## src/common/acal_params.svh

```systemverilog
// Register offsets, reset values and arithmetic constants of the
// auxiliary converter input select and calibration bank.
// Assumes a byte-wide register port with 8-bit addresses.
`ifndef ACAL_PARAMS_SVH
`define ACAL_PARAMS_SVH

// ****************************************************************
// Register offsets
// ****************************************************************
`define ACAL_ADDR_INPUT_SELECT 8'h16
`define ACAL_ADDR_OFFSET_LOW 8'h17
`define ACAL_ADDR_OFFSET_HIGH 8'h18
`define ACAL_ADDR_FULLSCALE_LOW 8'h19
`define ACAL_ADDR_FULLSCALE_HIGH 8'h1a
`define ACAL_ADDR_RESULT_0 8'h1b
`define ACAL_ADDR_RESULT_1 8'h1c
`define ACAL_ADDR_RESULT_2 8'h1d

// ****************************************************************
// Field positions and reset values
// ****************************************************************
`define ACAL_POS_SEL_MSB 7
`define ACAL_POS_SEL_LSB 4
`define ACAL_NEG_SEL_MSB 3
`define ACAL_NEG_SEL_LSB 0
`define ACAL_RST_POS_SEL 4'h0
`define ACAL_RST_NEG_SEL 4'h1
`define ACAL_RST_OFFSET_LOW 8'h00
`define ACAL_RST_OFFSET_HIGH 8'h00
`define ACAL_RST_FULLSCALE_LOW 8'h00
`define ACAL_RST_FULLSCALE_HIGH 8'h40

// ****************************************************************
// Arithmetic
// ****************************************************************
`define ACAL_OFFSET_SHIFT 8
`define ACAL_UNITY_SHIFT 14
`define ACAL_RESULT_MAX 24'h7fffff
`define ACAL_RESULT_MIN 24'h800000

`endif

```

## src/common/acal_pkg.sv

```systemverilog
// Types shared by the auxiliary converter calibration bank.
// Assumes acal_params.svh for all numeric constants.
package acal_pkg;

	// ****************************************************************
	// Input source codes, same for both legs
	// ****************************************************************
	typedef enum logic [3:0] {
		SRC_AIN0, SRC_AIN1, SRC_AIN2, SRC_AIN3, SRC_AIN4,
		SRC_AIN5, SRC_AIN6, SRC_AIN7, SRC_AIN8, SRC_AIN9,
		SRC_COMMON, SRC_TEMP_MON, SRC_AVDD_MON, SRC_DVDD_MON,
		SRC_TEST_SIGNAL, SRC_OPEN
	} acal_src_t;

	// Register port request
	typedef struct packed {
		logic [7:0] addr;
		logic [7:0] wdata;
		logic wr;
		logic rd;
	} acal_req_t;

	// Analog switch controls, one-hot per leg for codes 0-14, all low for code 15
	typedef struct packed {
		logic [9:0] ain;
		logic common;
		logic temp_mon;
		logic avdd_mon;
		logic dvdd_mon;
		logic test_signal;
	} acal_route_t;

endpackage : acal_pkg

```

## src/core/acal_bank.sv

```systemverilog
// Input select and offset/full-scale correction for the auxiliary converter.
// Assumes raw results arrive as a one-cycle strobe with 24-bit data, and a
// register port with read data one cycle after the read strobe.
//
// Contract
// - Bits 7:4 of the input select pick the positive input: 0-9 analog inputs, 10 common, reset 0.
// - Positive codes 11-14 route temperature, analog supply, digital supply, test signal; 15 is open.
// - Bits 3:0 pick the negative input the same way on negative legs, reset 1.
// - The offset word is low byte at the lower address, high byte above, both reset zero.
// - The offset word is signed and shifted left to align with the top of the 24-bit result.
// - The aligned offset is subtracted from each raw result before scaling.
// - The full-scale word is unsigned and divided by 4000h to give the gain.
// - The offset-corrected result is multiplied by that gain to give the output.
// - The full-scale bytes reset to 00h low and 40h high.
//
// Added by the designer: the plain strobed port.
`timescale 1ns/1ps
`include "acal_params.svh"

module acal_bank
(
	input wire logic clk,
	input wire logic reset,
	input wire acal_pkg::acal_req_t req,
	output logic [7:0] rdata,
	input wire logic raw_valid,
	input wire logic [23:0] raw_data,
	output logic cal_valid,
	output logic [23:0] cal_data,
	output acal_pkg::acal_route_t pos_route,
	output acal_pkg::acal_route_t neg_route
);

	// ****************************************************************
	// Register storage
	// ****************************************************************
	logic [3:0] pos_sel_r;
	logic [3:0] neg_sel_r;
	logic [7:0] offset_low_r;
	logic [7:0] offset_high_r;
	logic [7:0] fullscale_low_r;
	logic [7:0] fullscale_high_r;
	logic [15:0] aux_offset_word;
	logic [15:0] aux_fullscale_word;
	logic [7:0] rdata_nxt;

	// Selector fields written as one byte; both legs change on the same edge,
	// so the two routes never show a half-written pair
	always_ff @(posedge clk or posedge reset)
	begin
		if (reset)
		begin
			pos_sel_r <= `ACAL_RST_POS_SEL;
			neg_sel_r <= `ACAL_RST_NEG_SEL;
		end
		else if (req.wr && req.addr == `ACAL_ADDR_INPUT_SELECT)
		begin
			pos_sel_r <= req.wdata[`ACAL_POS_SEL_MSB:`ACAL_POS_SEL_LSB];
			neg_sel_r <= req.wdata[`ACAL_NEG_SEL_MSB:`ACAL_NEG_SEL_LSB];
		end
	end

	// Offset bytes
	always_ff @(posedge clk or posedge reset)
	begin
		if (reset)
		begin
			offset_low_r <= `ACAL_RST_OFFSET_LOW;
			offset_high_r <= `ACAL_RST_OFFSET_HIGH;
		end
		else if (req.wr)
		begin
			if (req.addr == `ACAL_ADDR_OFFSET_LOW)
				offset_low_r <= req.wdata;
			if (req.addr == `ACAL_ADDR_OFFSET_HIGH)
				offset_high_r <= req.wdata;
		end
	end

	// Full-scale bytes; reset gives unity gain
	always_ff @(posedge clk or posedge reset)
	begin
		if (reset)
		begin
			fullscale_low_r <= `ACAL_RST_FULLSCALE_LOW;
			fullscale_high_r <= `ACAL_RST_FULLSCALE_HIGH;
		end
		else if (req.wr)
		begin
			if (req.addr == `ACAL_ADDR_FULLSCALE_LOW)
				fullscale_low_r <= req.wdata;
			if (req.addr == `ACAL_ADDR_FULLSCALE_HIGH)
				fullscale_high_r <= req.wdata;
		end
	end

	// Bytes pair into words, low byte at the lower address.
	// Each byte lands on its own, so software that rewrites a word byte by
	// byte may see one result computed with a mixed word; no shadow is kept.
	assign aux_offset_word = {offset_high_r, offset_low_r};
	assign aux_fullscale_word = {fullscale_high_r, fullscale_low_r};

	// ****************************************************************
	// Read port
	// ****************************************************************
	// Unmapped addresses read zero.
	// The result bytes have no write path, so a write there is dropped;
	// a read of them shows the last calibrated result, not a live one.
	always_comb
	begin
		rdata_nxt = 8'h00;
		unique case (req.addr)
			`ACAL_ADDR_INPUT_SELECT: rdata_nxt = {pos_sel_r, neg_sel_r};
			`ACAL_ADDR_OFFSET_LOW: rdata_nxt = offset_low_r;
			`ACAL_ADDR_OFFSET_HIGH: rdata_nxt = offset_high_r;
			`ACAL_ADDR_FULLSCALE_LOW: rdata_nxt = fullscale_low_r;
			`ACAL_ADDR_FULLSCALE_HIGH: rdata_nxt = fullscale_high_r;
			`ACAL_ADDR_RESULT_0: rdata_nxt = cal_data[7:0];
			`ACAL_ADDR_RESULT_1: rdata_nxt = cal_data[15:8];
			`ACAL_ADDR_RESULT_2: rdata_nxt = cal_data[23:16];
			default: rdata_nxt = 8'h00;
		endcase
	end

	// Read data stands only in the cycle after the strobe
	always_ff @(posedge clk or posedge reset)
	begin
		if (reset)
			rdata <= 8'h00;
		else if (req.rd)
			rdata <= rdata_nxt;
		else
			rdata <= 8'h00;
	end

	// ****************************************************************
	// Input routing
	// ****************************************************************
	logic [9:0] pos_ain;
	logic [9:0] neg_ain;

	// One switch per external input and leg; each compare is a fixed code
	for (genvar g = 0; g < 10; g++)
	begin : g_ain
		assign pos_ain[g] = (pos_sel_r == 4'(g));
		assign neg_ain[g] = (neg_sel_r == 4'(g));
	end

	// Code 15 drives no switch, leaving the leg open
	always_comb
	begin
		pos_route = '0;
		neg_route = '0;
		pos_route.ain = pos_ain;
		neg_route.ain = neg_ain;
		pos_route.common = (pos_sel_r == acal_pkg::SRC_COMMON);
		pos_route.temp_mon = (pos_sel_r == acal_pkg::SRC_TEMP_MON);
		pos_route.avdd_mon = (pos_sel_r == acal_pkg::SRC_AVDD_MON);
		pos_route.dvdd_mon = (pos_sel_r == acal_pkg::SRC_DVDD_MON);
		pos_route.test_signal = (pos_sel_r == acal_pkg::SRC_TEST_SIGNAL);
		neg_route.common = (neg_sel_r == acal_pkg::SRC_COMMON);
		neg_route.temp_mon = (neg_sel_r == acal_pkg::SRC_TEMP_MON);
		neg_route.avdd_mon = (neg_sel_r == acal_pkg::SRC_AVDD_MON);
		neg_route.dvdd_mon = (neg_sel_r == acal_pkg::SRC_DVDD_MON);
		neg_route.test_signal = (neg_sel_r == acal_pkg::SRC_TEST_SIGNAL);
	end

	// ****************************************************************
	// Correction arithmetic
	// ****************************************************************
	// Widths: 25 bits hold the difference of two 24-bit values, 43 bits
	// hold that times a 16-bit word, and 29 bits the product after the
	// 14-bit drop. A narrower path would wrap before the clamp sees it.
	logic signed [24:0] corrected;
	logic signed [42:0] scaled;
	logic signed [28:0] shifted;
	logic [23:0] cal_nxt;

	// Offset aligned to the result's top 16 bits, then subtracted first
	assign corrected = 25'(signed'(raw_data)) - 25'(signed'({aux_offset_word, 8'h00}));
	// Gain is word / 4000h: multiply then drop 14 fraction bits
	assign scaled = 43'(corrected) * 43'(signed'({1'b0, aux_fullscale_word}));
	assign shifted = 29'(scaled >>> `ACAL_UNITY_SHIFT);

	// Clamp rather than wrap; 29 bits are enough since gain < 4
	always_comb
	begin
		if (shifted > 29'sh007fffff)
			cal_nxt = `ACAL_RESULT_MAX;
		else if (shifted < -29'sh00800000)
			cal_nxt = `ACAL_RESULT_MIN;
		else
			cal_nxt = shifted[23:0];
	end

	// One-cycle latency from raw strobe to calibrated strobe; the result
	// holds between strobes so a late register read still finds it
	always_ff @(posedge clk or posedge reset)
	begin
		if (reset)
		begin
			cal_valid <= 1'b0;
			cal_data <= 24'h000000;
		end
		else
		begin
			cal_valid <= raw_valid;
			if (raw_valid)
				cal_data <= cal_nxt;
		end
	end

	// ****************************************************************
	// Assertions
	// ****************************************************************
	// Data path timing: fixed latency, result held between strobes
	valid_latency_a: assert property (@(posedge clk) disable iff (reset)
		cal_valid == $past(raw_valid))
		else $error("calibrated strobe not one cycle after raw strobe");
	result_hold_a: assert property (@(posedge clk) disable iff (reset)
		!raw_valid |=> $stable(cal_data))
		else $error("calibrated result changed without a raw strobe");

	// Arithmetic: the first three checks use fixed operands, so their expected values
	// follow the rules alone; the saturation checks key on the datapath value shifted
	unity_passthru_a: assert property (@(posedge clk) disable iff (reset)
		raw_valid && aux_fullscale_word == 16'h4000 && aux_offset_word == 16'h0000
		|=> cal_data == $past(raw_data))
		else $error("unity gain zero offset did not pass raw result");
	offset_subtract_a: assert property (@(posedge clk) disable iff (reset)
		raw_valid && aux_fullscale_word == 16'h4000 && aux_offset_word == 16'h0100
		&& $signed(raw_data) > 24'sh100000 && $signed(raw_data) < 24'sh300000
		|=> cal_data == $past(raw_data) - 24'h010000)
		else $error("offset not subtracted in top bits");
	gain_double_a: assert property (@(posedge clk) disable iff (reset)
		raw_valid && aux_fullscale_word == 16'h8000 && aux_offset_word == 16'h0000
		&& $signed(raw_data) > -24'sh400000 && $signed(raw_data) < 24'sh400000
		|=> cal_data == {$past(raw_data[22:0]), 1'b0})
		else $error("full-scale 8000h did not double the result");
	sat_high_a: assert property (@(posedge clk) disable iff (reset)
		raw_valid && shifted > 29'sh007fffff |=> cal_data == 24'h7fffff)
		else $error("positive overflow not saturated");
	sat_low_a: assert property (@(posedge clk) disable iff (reset)
		raw_valid && shifted < -29'sh00800000 |=> cal_data == 24'h800000)
		else $error("negative overflow not saturated");

	// Routing: one switch per leg for codes 0-14, none for code 15
	pos_onehot_a: assert property (@(posedge clk) disable iff (reset)
		pos_sel_r < 4'hf |-> $onehot(pos_route))
		else $error("positive route not one-hot");
	pos_ain_a: assert property (@(posedge clk) disable iff (reset)
		pos_sel_r < 4'ha |-> pos_route.ain[pos_sel_r])
		else $error("positive external input not routed");
	pos_common_a: assert property (@(posedge clk) disable iff (reset)
		pos_sel_r == 4'ha |-> pos_route.common)
		else $error("positive common input not routed");
	pos_temp_a: assert property (@(posedge clk) disable iff (reset)
		pos_sel_r == 4'hb |-> pos_route.temp_mon)
		else $error("positive temperature monitor not routed");
	pos_avdd_a: assert property (@(posedge clk) disable iff (reset)
		pos_sel_r == 4'hc |-> pos_route.avdd_mon)
		else $error("positive analog supply monitor not routed");
	pos_dvdd_a: assert property (@(posedge clk) disable iff (reset)
		pos_sel_r == 4'hd |-> pos_route.dvdd_mon)
		else $error("positive digital supply monitor not routed");
	pos_test_a: assert property (@(posedge clk) disable iff (reset)
		pos_sel_r == 4'he |-> pos_route.test_signal)
		else $error("positive test signal not routed");
	pos_open_a: assert property (@(posedge clk) disable iff (reset)
		pos_sel_r == 4'hf |-> pos_route == '0)
		else $error("open positive code drives a switch");
	neg_onehot_a: assert property (@(posedge clk) disable iff (reset)
		neg_sel_r < 4'hf |-> $onehot(neg_route))
		else $error("negative route not one-hot");
	neg_ain_a: assert property (@(posedge clk) disable iff (reset)
		neg_sel_r < 4'ha |-> neg_route.ain[neg_sel_r])
		else $error("negative external input not routed");
	neg_common_a: assert property (@(posedge clk) disable iff (reset)
		neg_sel_r == 4'ha |-> neg_route.common)
		else $error("negative common input not routed");
	neg_temp_a: assert property (@(posedge clk) disable iff (reset)
		neg_sel_r == 4'hb |-> neg_route.temp_mon)
		else $error("negative temperature monitor not routed");
	neg_test_a: assert property (@(posedge clk) disable iff (reset)
		neg_sel_r == 4'he |-> neg_route.test_signal && $onehot(neg_route))
		else $error("negative test signal not routed");
	neg_open_a: assert property (@(posedge clk) disable iff (reset)
		neg_sel_r == 4'hf |-> neg_route == '0)
		else $error("open negative code drives a switch");

	// Register writes land next cycle and touch only their own byte
	sel_write_a: assert property (@(posedge clk) disable iff (reset)
		req.wr && req.addr == 8'h16 |=> {pos_sel_r, neg_sel_r} == $past(req.wdata))
		else $error("input select write lost");
	offset_low_a: assert property (@(posedge clk) disable iff (reset)
		req.wr && req.addr == 8'h17 |=> aux_offset_word[7:0] == $past(req.wdata)
		&& $stable(offset_high_r))
		else $error("offset low byte write wrong");
	offset_word_a: assert property (@(posedge clk) disable iff (reset)
		req.wr && req.addr == 8'h18 |=> aux_offset_word[15:8] == $past(req.wdata)
		&& $stable(offset_low_r))
		else $error("offset high byte write wrong");
	fs_low_a: assert property (@(posedge clk) disable iff (reset)
		req.wr && req.addr == 8'h19 |=> aux_fullscale_word[7:0] == $past(req.wdata)
		&& $stable(fullscale_high_r))
		else $error("full-scale low byte write wrong");
	fs_high_a: assert property (@(posedge clk) disable iff (reset)
		req.wr && req.addr == 8'h1a |=> aux_fullscale_word[15:8] == $past(req.wdata)
		&& $stable(fullscale_low_r))
		else $error("full-scale high byte write wrong");

	// Register reads: data stands in the cycle after the strobe only
	read_window_a: assert property (@(posedge clk) disable iff (reset)
		!$past(req.rd) |-> rdata == 8'h00)
		else $error("read data outside its cycle");
	read_sel_a: assert property (@(posedge clk) disable iff (reset)
		req.rd && req.addr == 8'h16 |=> rdata == {$past(pos_sel_r), $past(neg_sel_r)})
		else $error("input select read wrong");
	read_offl_a: assert property (@(posedge clk) disable iff (reset)
		req.rd && req.addr == 8'h17 |=> rdata == $past(aux_offset_word[7:0]))
		else $error("offset low byte read wrong");
	read_offh_a: assert property (@(posedge clk) disable iff (reset)
		req.rd && req.addr == 8'h18 |=> rdata == $past(aux_offset_word[15:8]))
		else $error("offset high byte read wrong");
	read_fsl_a: assert property (@(posedge clk) disable iff (reset)
		req.rd && req.addr == 8'h19 |=> rdata == $past(aux_fullscale_word[7:0]))
		else $error("full-scale low byte read wrong");
	read_fsh_a: assert property (@(posedge clk) disable iff (reset)
		req.rd && req.addr == 8'h1a |=> rdata == $past(aux_fullscale_word[15:8]))
		else $error("full-scale high byte read wrong");
	read_res0_a: assert property (@(posedge clk) disable iff (reset)
		req.rd && req.addr == 8'h1b |=> rdata == $past(cal_data[7:0]))
		else $error("result low byte read wrong");
	read_res1_a: assert property (@(posedge clk) disable iff (reset)
		req.rd && req.addr == 8'h1c |=> rdata == $past(cal_data[15:8]))
		else $error("result middle byte read wrong");
	read_res2_a: assert property (@(posedge clk) disable iff (reset)
		req.rd && req.addr == 8'h1d |=> rdata == $past(cal_data[23:16]))
		else $error("result high byte read wrong");

	// Main scenarios
	cal_done_c: cover property (@(posedge clk) disable iff (reset) cal_valid);
	sat_c: cover property (@(posedge clk) disable iff (reset) raw_valid && shifted > 29'sh007fffff);
	gain_c: cover property (@(posedge clk) disable iff (reset)
		raw_valid && aux_fullscale_word != 16'h4000);
	open_c: cover property (@(posedge clk) disable iff (reset) neg_sel_r == 4'hf);
	result_read_c: cover property (@(posedge clk) disable iff (reset) req.rd && req.addr == 8'h1b);

endmodule : acal_bank

```

## config.mk

```make
export PLATFORM = sky130hd
export DESIGN_NAME = acal_bank
export DESIGN_NICKNAME = d
export VERILOG_FILES = /design/src/common/acal_pkg.sv /design/src/core/acal_bank.sv
export VERILOG_INCLUDE_DIRS = /design/src /design/src/common
export SDC_FILE = /design/constraint.sdc
export NUM_CORES = 1
export LEC_CHECK = 0
export ABC_AREA = 1
export BUFFER_PORTS_ARGS = -buffer_cell sky130_fd_sc_hd__buf_4
export CAP_MARGIN = 25
export CORE_MARGIN = 4
export CORE_UTILIZATION = 60
export DETAILED_ROUTE_END_ITERATION = 6
export GPL_ROUTABILITY_DRIVEN = 1
export PLACE_DENSITY_LB_ADDON = 0.12
export SLEW_MARGIN = 5
export SYNTH_ARGS = -nofsm -noshare
export SYNTH_HDL_FRONTEND = slang
export SYNTH_SLANG_ARGS = --single-unit
```

## constraint.sdc

```tcl
create_clock -name clk -period 23.8 [get_ports clk]
set_clock_uncertainty 0.2 [all_clocks]
set_input_delay 1.19 -clock clk [delete_from_list [all_inputs] [get_ports clk]]
set_output_delay 1.19 -clock clk [all_outputs]
set_load 0.02 [all_outputs]
```

======== After elaboration in Yosys (flattened, before gate mapping) ========
Index checks and enable logic that the tools add are counted.
operators by class
  reductions and logical operators ........ 7
  $add $sub $neg .......................... 1
  order comparisons ....................... 2
  $mul .................................... 1
  mux-type cells .......................... 4
  equality and inequality tests ........... 36
operators with widths
  cell                  number
  $eq 8x5->1 const B    8
  $pmux 8 s8            1
  $eq 4x4->1 const B    14
  $mux 24               2
  $mul 25x17->42        1
  $eq 4x3->1 const B    8
  $gt 28x24->1 const B  1
  $lt 28x24->1 const B  1
  $sub 24x24->25        1
  $eq 4x2->1 const B    4
  $eq 4x1->1 const B    2
  $logic_not 4->1       2
  $mux 8                1
  $reduce_and 2->1      4
  $logic_and 1x1->1     1
word-level totals
  logic and storage cells ................. 60
  register bits ........................... 73
  input bits .............................. 45

======== Longest topological paths before layout ========
Gate-level depths: netlist of run 1.
  depth in word-level cells ............... 5
  gate-level depth with buffers ........... 45

======== Worst setup path after synthesis of run 1 ========
OpenSTA, ideal clock, no wires.
  path kind ............................... in2reg
  start ................................... input raw_data[8]
  end ..................................... register cal_data[1]
  slack ................................... 15412 ps
  cell stages on the path ................. 40
  path buffers ............................ 3
  required time ........................... 23484 ps
  data arrival time ....................... 8072 ps
  cell sequence ........................... inv_1 > ha_1 > fa_1 > inv_1 > a31oi_1 > o21ai_1 > nand3_1 > nand2_1 > nand2_1 > nand2_1 > clkbuf_1 > nor2_1 > fa_1 > fa_1 > buf_1 > xor2_1 > ha_1 > a21o_1 > [... 4 more ...] > inv_1 > ha_1 > nand2_1 > nor2_1 > nand2_1 > nor2_1 > nand3_1 > nand3_1 > nand2_1 > nand2_1 > nor2_1 > nand2_2 > nand2_4 > buf_12 > nand2_2 > nand2_1 > nand2_1 > nand2_1
between the ends
  word-level cells in the longest chain between the ends .. 5
  elaborated cells on any way between the ends .. 6
  classes of those cells .................. 1 x add/sub; 1 x mul; 2 x order compare; 2 x mux
RTL lines
  element               RTL line          source
  start, declared       acal_bank.sv:27   input wire logic [23:0] raw_data,
  $sub 24x24->25 (*)    acal_bank.sv:180  assign corrected = 25'(signed'(raw_data)) - 25'(signed'({aux_offset_word, 8'h00}));
  $mul 25x17->42 (*)    acal_bank.sv:182  assign scaled = 43'(corrected) * 43'(signed'({1'b0, aux_fullscale_word}));
  $lt 28x24->1          acal_bank.sv:190  else if (shifted < -29'sh00800000)
  $mux 24               acal_bank.sv:190
  $mux 24 (*)           acal_bank.sv:188  if (shifted > 29'sh007fffff)
  end signal, assigned  acal_bank.sv:209  cal_data <= cal_nxt;
  end, declared         acal_bank.sv:29   output logic [23:0] cal_data,
Mark *: on every way between the ends. The rest lies on a longest branch, timed or not.
A chain may end at the register's enable or synchronous reset.

======== Worst setup path after layout of run 1 ========
  start ................................... input raw_data[8]
  end ..................................... register cal_data[17]
The elaborated chain is that of the path after synthesis.

==> results of run 1 <==
==> sequential cells by signal (all words and copies together) (netlist names) <==
signal            flops
cal_data             24
cal_valid             1
fullscale_high_r      8
fullscale_low_r       8
neg_sel_r             4
offset_high_r         8
offset_low_r          8
pos_sel_r             4
rdata                 8
==> routing by layer <==
| layer | track usage [%] | part of all wire, % | vias up |
|---|---|---|---|
| met4 | 13.0 | 4.4 | 0 |
| met3 | 7.10 | 8.8 | 149 |
| met1 | 46.4 | 40 | 8411 |
| li1 | - | - | 7740 |
| met2 | 55.9 | 47 | 734 |
| met5 | 0 | 0 | - |
==> area by class of cell <==
cell class | count | area share (%)
sequential | 73 | 8.67
timing repair buffer | 124 | 4.41
clock inverter | 3 | 0.0830
multi-input combinational | 1769 | 70.1
clock buffer | 12 | 1.17
inverter | 729 | 13.0
tap | 442 | 2.62
==> kinds of logic after synthesis <==
| logic type | count (synthesis) |
|---|---|
| flops | 73 |
| xor+xnor | 44 |
| buf+inv | 807 |
| compound gates | 178 |
| simple gates | 1045 |
| fa+ha+maj | 502 |
==> metrics by stage <==
stage / cells / total power [mW] / setup slack, ns
5_1_grt: 3152 / 1.09 / 13.51
3_3_place_gp: 3137 / 0.861 / 14.03
4_1_cts: 3152 / 0.999 / 14.22
3_5_place_dp: 3137 / 0.869 / 13.89
2_1_floorplan: 2649 / 0.653 / 15.41
6_report: 3152 / 0.999 / 14.11
==> path summary, 6_finish.rpt <==
kind / to / depth (start not counted) / start
setup / recovery: cal_data[17]$_DFFE_PP0P_ / 38 / raw_data[8]
hold / removal: offset_low_r[2]$_DFFE_PP0P_ / 2 / offset_low_r[2]$_DFFE_PP0P_
setup reg to reg: cal_data[17]$_DFFE_PP0P_ / 36 / offset_low_r[0]$_DFFE_PP0P_
hold reg to reg: offset_low_r[2]$_DFFE_PP0P_ / 2 / offset_low_r[2]$_DFFE_PP0P_
max in group asynchronous: fullscale_high_r[5]$_DFFE_PP0P_ / 3 / reset
min in group asynchronous: cal_data[10]$_DFFE_PP0P_ / 3 / reset
==> cell usage after synthesis, drive strengths merged, types with 7 or more instances <==
master and count:
xor2 27, clkbuf 65, a21oi 68, dfrtp 71, nand3 52, nor3 15
fa 381, o22ai 7, o21bai 9, xnor2 17, inv 722, nand2 720
buf 13, a31oi 9, nand4 14, ha 121, clkinv 7, a221oi 7
o21ai 67, or2 18, nor2 217
==> power groups by stage <==
| stage | clock network (mW) | registers [mW] | logic [mW] |
|---|---|---|---|
| after global routing | 0.131 | 0.182 | 0.776 |
| after floorplan | 0 | 0.194 | 0.459 |
| after detailed placement | 0 | 0.180 | 0.689 |
| final | 0.124 | 0.179 | 0.696 |
| after CTS | 0.125 | 0.178 | 0.696 |
| after global placement | 0 | 0.179 | 0.683 |
==> critical path: cells and delay by family <==
family | cells | cell delay [ns]
adder cells (fa/ha/maj) | 8 | 4.08
AND/OR/NAND/NOR | 17 | 2.87
AO/OA/AOI/OAI | 4 | 0.85
buffers and inverters | 9 | 0.69
==> metrics.md, run 1 <==
| Metric | Value |
|---|---|
| Status | `finished, final reports clean` |
| Port-buffer cells | `roughly 110` |
| CP endpoint kind | `register` |
| DRT iter0 DRCs | `about 1600` |
| RSZ-0062 raised after global routing | `no` |
| Post-synth top area cell | `fa_1` |
| Slew headroom | `a little over a third` |
| Post-Synth Simple-Gate Area | `between 20% and 30%` |
| Post-synth EDFFs | `0` |
| Fill count | `2977` |
| Seq pwr share | `approximately 18%` |
| Crit-path slowest cell | `fa_1` |
| Largest family of logic cells by synthesized area | `adder cells` |
| Synth Register Bits | `73` |
| Die footprint | `35800 um^2` |
| First-pass iteration count of the detailed router | `6` |
| First-pass GRT wire length | `between 90000 and 100000 um` |
| Max Fclk | `slightly above 100 MHz` |
| Number of global-route vias before repair | `17800` |
| Routed vias | `between 15000 and 20000` |
| Fin crit period | `approximately 9.7 ns` |
| Largest net degree at the start of global routing | `74` |
| # rows | `66` |
| Tcrit/Tclk final | `approximately two fifths` |
| Mean area per synthesized cell | `about 7.4 um^2` |
| Share of flip-flops with an asynchronous set or reset | `100%` |
| Routability cong. | `1.09` |
| CP Max Fanout | `23` |
| Gate power share | `between 60% and 70%` |
| P&R area growth vs syn | `7.07%` |
| Switching share of power | `54.0%` |
| ANT nets after route | `0` |
| Routed wire length per instance | `19.1 um` |
| Worst Max-Slew Pin Slew | `approximately 0.95 ns` |
| Final Cell Area | `between 20000 and 25000 um^2` |
| CTS clk-pin slew, worst paths | `0.06 ns` |
| Worst-skew pair later-pin latency | `between 0.3 and 0.4 ns` |
| Hold WS | `slightly below 0.3 ns` |
| Post-synthesis sequential area ratio | `9.28%` |
| Hold Vio Cnt, Final | `0` |
| Core ar. | `32500 um^2` |
| Type of origin of the critical path | `input pin` |
| Final setup fails | `0` |
| Top FF cell, synth | `dfrtp_1` |
| Final WL | `around 60000 um` |
| Area post-placement | `20800 um^2` |
| Arr. time, crit path | `just under 10 ns` |
| Hold buffer count at CTS | `0` |
| GRT Resource Usage Total | `between 30% and 40%` |
| Mux share of post-synthesis cell area | `0%` |
| NumNets Final | `roughly 3300` |
| Final Slew Violations | `0` |
| Max-cap violations | `0` |
| H-tree Lvls | `3` |
| CTS Sinks | `73` |
| Share of the synthesized area in the top cell type | `38.7%` |
| Top Ports | `108` |
| Vias per inst | `approximately 5.4` |
| Power Density | `about 47 nW/um^2` |
| CTS tree | `built` |
| Worst vdd ir | `around 0.07 mV` |
| Post-Syn Area | `19700 um^2` |
| CTS resizes | `0` |
| Clock network power share | `about an eighth` |
| Post-Syn Instances | `approximately 2600` |
| Yosys warnings | `0` |
| Most common cell after layout, fill and taps aside | `inv_1` |
| Total congestion overflow | `0` |
| Initial Utilization | `around three fifths` |
| Final antenna diode count | `0` |
| CTS root buf | `clkbuf_16` |
| Finished Core Util | `between 60% and 70%` |
| Reg2reg setup slack | `~15 ns` |
| Die height | `roughly 190 um` |
| Post-synthesis compound-gate area fraction | `approximately 5.1%` |
| Synth Area in XOR/XNOR | `1.99%` |
| Register area | `approximately 1800 um^2` |
| Critical path type | `input pin to register` |
| Max stage delay on crit path | `approximately 0.9 ns` |
| Final TNS setup | `0 ns` |
| Switching Power | `around 0.54 mW` |
| CTS Buf Count | `9` |
| CTS Buffer Depth | `2` |
| Leakage power | `~12 nW` |
| Post-synthesis adder-cell area fraction | `roughly 46%` |
| Netlist cell types | `48` |
| Synth area leaders | `fa_1 (39%), inv_1 (14%), nand2_1 (13%), dfrtp_1 (9.0%), ha_1 (7.7%)` |
| Crit path required time | `~24 ns` |
| Post-route DRC | `0` |
| Die width | `189 um` |
| HP Class | `register to register` |
| Area of the multi-input gates | `14800 um^2` |
| Internal power | `around 0.46 mW` |
| # Post-CTS Setup Buffers | `0` |
| Most frequent cells in the layout | `inv_1 (711), nand2_1 (688), fa_1 (381)` |
| DP HPWL | `between 50000 and 60000 um` |
| Initial antenna violation count | `0` |
| Net Count, Synth | `3196` |
| Layout cell share with drive strength beyond 1 | `approximately 7.9%` |
Note: power is estimated with default switching activity, not from simulation.
==> inputs of run 2 (changes only) <==
Settings changed: ABC_AREA 1 to 0.
Clock period 23.8 ns to 9.95 ns, I/O delays scaled along.
==> run 2 against run 1 <==
  * Power increased by 130%
  * Clock-buffer cell count decreased by 1
  * Core utilization increased by 1.7 points
  * Sequential cell count unchanged
==> metrics.md, run 2 <==
| Metric | Value |
|---|---|
| Status | `finished, final reports clean` |
| Leakage power | `around 10 nW` |
| DP HPWL | `~39000 um` |
| Worst slack, placed | `0.0721 ns` |
| Final WS setup | `about 0.57 ns` |
| Tcrit/Tclk final | `between 90% and 100%` |
| CP Max Fanout | `23` |
| Vias per inst | `approximately 5.7` |
| Hold buffer count at CTS | `0` |
| Final WL | `49700 um` |
| First-pass GRT wire length | `just over 80000 um` |
| Worst vdd ir | `approximately 0.18 mV` |
| Most common cell after layout, fill and taps aside | `inv_1` |
| Final TNS setup | `0 ns` |
| H-tree Lvls | `3` |
| Port-buffer cells | `107` |
| CTS Buffer Depth | `2` |
| Worst-skew pair later-pin latency | `~0.34 ns` |
| Initial antenna violation count | `0` |
| Slew headroom | `a little under two fifths` |
| Type of origin of the critical path | `register` |
| P&R area growth vs syn | `8.53%` |
| Mean area per synthesized cell | `between 8 and 9 um^2` |
| CTS clk-pin slew, worst paths | `around 0.06 ns` |
| Share of the synthesized area in the top cell type | `between 40% and 50%` |
| R2r startpoint | `offset_low_r[1]$_DFFE_PP0P_` |
| Top Ports | `108` |
| Routed vias | `around 14000` |
| Layout cell share with drive strength beyond 1 | `around a tenth` |
| Reg2reg setup slack | `0.57 ns` |
| CTS root buf | `clkbuf_16` |
| Max reg flops | `24` |
| Post-Syn Area | `18400 um^2` |
| CTS tree | `built` |
| R2R cell count | `33` |
| Reg2reg end | `cal_data[9]$_DFFE_PP0P_` |
| Crit-path slowest cell | `or4_1` |
| CP endpoint kind | `register` |
| Worst Max-Slew Pin Slew | `a little over 0.9 ns` |
| Top-count cell post-synth | `inv_1` |
| Crit path required time | `9.97 ns` |
| CTS Sinks | `73` |
| Inst Count DP | `2490` |
| Power Density | `114 nW/um^2` |
| Die footprint | `around 34000 um^2` |
| NumNets Final | `2659` |
| Die height | `about 180 um` |
| Top FF cell, synth | `dfrtp_1` |
| Commonest cells in the netlist | `inv_1 (508), fa_1 (381), nand2_1 (259), and2_1 (161), ha_1 (121)` |
| Max Fclk | `approximately 110 MHz` |
| CTS Buf Count | `9` |
| HP Class | `input pin to register` |
| Post-Syn Instances | `2053` |
| Final setup fails | `0` |
| Max-cap violations | `0` |
| Post-synthesis sequential area ratio | `between 9 and 10%` |
| Routability cong. | `between 0.9 and 1` |
| Net Count, Synth | `2600` |
| Number of global-route vias before repair | `~15000` |
| Final Slew Violations | `0` |
| Core ar. | `between 20000 and 30000 um^2` |
| Die width | `approximately 180 um` |
| Hold WS | `about 0.15 ns` |
| Fin crit period | `approximately 9.4 ns` |
| Post-route DRC | `0` |
| Most frequent cells in the layout | `inv_1 (507), fa_1 (381), nand2_1 (259)` |
| Share of flip-flops with an asynchronous set or reset | `100%` |
| Max stage delay on crit path | `0.54 ns` |
| # rows | `63` |
| Hold Vio Cnt, Final | `0` |
| First-pass iteration count of the detailed router | `5` |
| RSZ-0062 raised after global routing | `no` |
| ANT nets after route | `0` |
| Finished Core Util | `between 60% and 70%` |
| Synth Register Bits | `73` |
| Finished Layout Cells | `~2500` |
| Netlist cell types | `63` |
| CP Capture Point | `cal_data[9]$_DFFE_PP0P_` |
| DRT iter0 DRCs | `between 900 and 1000` |
| Post-synth EDFFs | `0` |
| Crit-path most repeated cell | `fa_1` |
| Arr. time, crit path | `9.40 ns` |
| Initial Utilization | `~61%` |
| Post-synth top area cell | `fa_1` |
| Total congestion overflow | `0` |
| Most flops, register | `cal_data` |
| Critical path type | `register to register` |
| GRT Resource Usage Total | `a little under a third` |
| # Post-CTS Setup Buffers | `0` |
| Routed wire length per instance | `19.8 um` |
| Yosys warnings | `0` |
| Worst Setup SP | `offset_low_r[1]$_DFFE_PP0P_` |
| Largest net degree at the start of global routing | `between 70 and 80` |
| Synth area leaders | `fa_1 (41%), inv_1 (10%), dfrtp_1 (9.7%), ha_1 (8.2%), and2_1 (5.5%)` |
run 2: report_power, final:
part	leakage, nW	switching [mW]	internal, mW
registers	0.921	0.101	0.360
clock network	0.152	0.125	0.226
logic	9.37	0.878	0.586
run 2: kinds of logic after synthesis:
group	count (synthesis)	synth area share (%)
adders and majority gates	504	49.8
xor gates and xnor gates	51	2.43
muxes	35	2.13
AOI/OAI and AO/OA	187	7.49
DFF	73	9.94
and+or+nand+nor	597	15.8
buffers and inverters	606	12.5
run 2: cell type report:
type / count / area [um^2]
Fill cell: 2488 / 9980
Antenna cell: 1 / 2.50
Sequential cell: 73 / 1830
Multi-Input combinational cell: 1374 / 14300
Inverter: 508 / 1910
Clock buffer: 11 / 243
Timing Repair Buffer: 146 / 1100
Clock inverter: 5 / 80.1
Tap cell: 390 / 488
run 2: repair_timing:
action / 4_1_cts / 5_1_grt
hold endpoints to repair: 0 / 0
gates resized for setup: 0 / 6
setup endpoints to repair: 0 / 23
run 2: worst min-delay path by stage:
stage | to | slack, ns | startpoint | cells past startpoint
after global placement | fullscale_high_r[5]$_DFFE_PP0P_ | 0.29 | fullscale_high_r[5]$_DFFE_PP0P_ | 1
after floorplan | offset_low_r[7]$_DFFE_PP0P_ | 0.30 | offset_low_r[7]$_DFFE_PP0P_ | 1
after CTS | cal_valid$_DFF_PP0_ | 0.13 | raw_valid | 1
after detailed placement | fullscale_high_r[7]$_DFFE_PP0P_ | 0.30 | fullscale_high_r[7]$_DFFE_PP0P_ | 1
final | cal_valid$_DFF_PP0_ | 0.15 | raw_valid | 1
after global routing | cal_valid$_DFF_PP0_ | 0.14 | raw_valid | 1
run 2: metal layers:
| metal | up-vias | track usage, % | part of all wire (%) |
|---|---|---|---|
| li1 | 6279 | - | - |
| met1 | 7248 | 39.3 | 38 |
| met2 | 523 | 54.3 | 52 |
| met3 | 145 | 4.82 | 6.8 |
| met4 | 0 | 10.7 | 4.1 |
| met5 | - | 0 | 0 |
run 2: stage by stage:
| stage | power [mW] | area, um^2 |
|---|---|---|
| finish | 2.28 | 20000 |
| global route | 2.46 | 20000 |
| CTS | 2.27 | 19900 |
| detailed placement | 1.91 | 19600 |
| global placement | 1.88 | 19600 |
| floorplan | 1.42 | 18400 |
run 2: worst max-delay path: cells and delay by family, from the launching register on:
kind	cells	cell delay, ns
fa+ha+maj	8	3.63
compound gates	11	2.59
simple gates	8	1.82
buf+inv	6	0.59
flops	1	0.41
==> inputs of run 3 (changes only) <==
Settings changed: CORE_UTILIZATION 60 to 50, SLEW_MARGIN 5 to 20.
Clock period 9.95 ns to 8 ns, I/O delays scaled along.
==> run 3 against run 2 <==
  * Register-to-register slack got worse by 1.3 ns
  * Setup slack got worse by 1.3 ns
  * The run now ends with setup timing left
  * Combinational power up 47%
  * Hold slack worse by 0.078 ns
  * Cell area increased by 9.0%
  * Largest power group unchanged
  * Sequential power up 27%
  * Final cell count is 10% higher
  * Fmax grew 8.1%
  * Largest cell class unchanged
  * Sequential cell count unchanged
  * Critical path type unchanged
  * Clock-buffer cell count increased by 1
  * Die area grew 19%
  * Clock power rose by 16%
==> metrics.md, run 3 (synthesis results as in run 2) <==
| Metric | Value |
|---|---|
| CP Max Fanout | `23` |
| Worst Max-Slew Pin Slew | `approximately 1.0 ns` |
| Final WL | `approximately 50000 um` |
| CP endpoint kind | `register` |
| Leakage power | `11.4 nW` |
| Final Total Pwr | `around 3.1 mW` |
| Routed wire length per instance | `between 15 and 20 um` |
| ANT nets after route | `0` |
| CTS Buffer Depth | `2` |
| Register area | `roughly 1800 um^2` |
| Fin crit period | `8.68 ns` |
| Crit path required time | `8.02 ns` |
| Reg2reg end | `cal_data[15]$_DFFE_PP0P_` |
| Critical path type | `register to register` |
| Number of global-route vias before repair | `15900` |
| Area of the multi-input gates | `around 15000 um^2` |
| Port-buffer cells | `around 110` |
| R2r startpoint | `offset_low_r[0]$_DFFE_PP0P_` |
| H-tree Lvls | `3` |
| Max-cap violations | `0` |
| Routed vias | `between 10000 and 15000` |
| Hold Vio Cnt, Final | `0` |
| Most common cell after layout, fill and taps aside | `inv_1` |
| Die height | `200 um` |
| Crit-path slowest cell | `fa_1` |
| RSZ-0062 raised after global routing | `yes` |
| Finished Core Util | `between 50% and 60%` |
| DRT iter0 DRCs | `between 700 and 800` |
| Most flops, register | `cal_data` |
| Slew headroom | `32.7%` |
| Crit-path most repeated cell | `fa_1` |
| Initial antenna violation count | `0` |
| # rows | `70` |
| CTS root buf | `clkbuf_16` |
| Area post-placement | `~21000 um^2` |
| Largest net degree at the start of global routing | `74` |
| Total congestion overflow | `0` |
| Worst vdd ir | `0.170 mV` |
| First-pass iteration count of the detailed router | `5` |
| GRT Resource Usage Total | `around 27%` |
| CTS Buf Count | `9` |
| Most frequent cells in the layout | `inv_1 (501), fa_1 (376), buf_4 (318)` |
| Failing checks | `setup timing` |
| CTS clk-pin slew, worst paths | `~0.060 ns` |
| HP Class | `input pin to register` |
| Power Density | `between 100 and 150 nW/um^2` |
| Top Ports | `between 100 and 150` |
| CTS Sinks | `73` |
| Worst slack, placed | `-0.831 ns` |
| Final setup fails | `24` |
| R2R cell count | `33` |
| Fill count | `3191` |
| Status | `complete, but fails checks` |
| Worst Setup SP | `offset_low_r[0]$_DFFE_PP0P_` |
| Core ar. | `around 36000 um^2` |
| Final TNS setup | `-15.35 ns` |
| NumNets Final | `about 2800` |
| Final WS setup | `-0.680 ns` |
| Final antenna diode count | `0` |
| Final Cell Area | `around 22000 um^2` |
| Layout cell share with drive strength beyond 1 | `between 10% and 20%` |
| Post-route DRC | `0` |
| Arr. time, crit path | `8.70 ns` |
| Max stage delay on crit path | `0.53 ns` |
| CP Capture Point | `cal_data[15]$_DFFE_PP0P_` |
| Max reg flops | `24` |
| First-pass GRT wire length | `about 84000 um` |
| Type of origin of the critical path | `register` |
| Max Fclk | `115 MHz` |
| Die width | `between 150 and 200 um` |
| Routability cong. | `0.929` |
| Initial Utilization | `between 50% and 60%` |
| Vias per inst | `approximately 5.3` |
| Final Slew Violations | `0` |
| Die footprint | `39900 um^2` |
| P&R area growth vs syn | `18.3%` |
| Reg2reg setup slack | `-0.68 ns` |
| Worst-skew pair later-pin latency | `0.34 ns` |
| CTS tree | `built` |
| Tcrit/Tclk final | `109%` |
| DP HPWL | `around 43000 um` |
run 3: cell types whose count changed in the layout (fill, tap and decap cells not counted), sizes merged:
cell         change
buf            +184
clkinvlp         -2
bufinv           -1
clkbuf           +1
clkinv           +1
diode            -1
dlygate4sd3      +1
run 3: final cells by class:
class                           count  share of cell area, %
Sequential cell                    73                   8.40
Clock inverter                      3                  0.184
Inverter                          508                   8.77
Multi-Input combinational cell   1374                   66.8
Clock buffer                       12                   1.18
Tap cell                          468                   2.69
Timing Repair Buffer              331                   12.0
run 3: how the worst min path moves through the flow:
stage                                  from                      endpoint  slack (ns)  depth (start not counted)
2_1_floorplan                     raw_valid           cal_valid$_DFF_PP0_        0.23                          0
3_5_place_dp   offset_high_r[0]$_DFFE_PP0P_  offset_high_r[0]$_DFFE_PP0P_        0.37                          2
4_1_cts                           raw_valid           cal_valid$_DFF_PP0_        0.06                          1
6_report                          raw_valid           cal_valid$_DFF_PP0_        0.07                          1
3_3_place_gp   offset_high_r[2]$_DFFE_PP0P_  offset_high_r[2]$_DFFE_PP0P_        0.36                          2
5_1_grt                           raw_valid           cal_valid$_DFF_PP0_        0.07                          1
run 3: worst max-delay path: cells and delay by family, from the launching register on:
| family | cells | cell delay (ns) |
|---|---|---|
| AOI/OAI and AO/OA | 13 | 2.67 |
| and+or+nand+nor | 6 | 1.03 |
| buffers and inverters | 5 | 0.50 |
| DFF | 1 | 0.41 |
| adders and majority gates | 9 | 3.73 |
run 3: per-stage QoR:
| stage | cells | hold WS, ns |
|---|---|---|
| floorplan | 2053 | 0.231 |
| global placement | 2737 | 0.363 |
| detailed placement | 2737 | 0.366 |
| CTS | 2760 | 0.0613 |
| global route | 2769 | 0.0656 |
| finish | 2769 | 0.0677 |
run 3: report_power, final:
group / switching, mW / internal, mW
combinational: 1.16 / 0.979
sequential: 0.138 / 0.448
clock: 0.150 / 0.256
run 3: repair_timing:
action / in CTS / in global routing
setup endpoints to repair: 24 / 24
endpoints found under the hold margin: 0 / 16
buffers inserted: 8 / 7
gates resized for setup: 16 / 23
pin swaps: 6 / 11
hold buffers: 0 / 1
run 3: routing by layer:
metal | GRT usage [%] | part of all wire [%] | vias to the layer above
li1 | - | - | 6642
met1 | 34.3 | 39 | 7541
met2 | 48.1 | 52 | 344
met3 | 3.79 | 4.6 | 103
met4 | 8.33 | 3.7 | 0
met5 | 0 | 0 | -
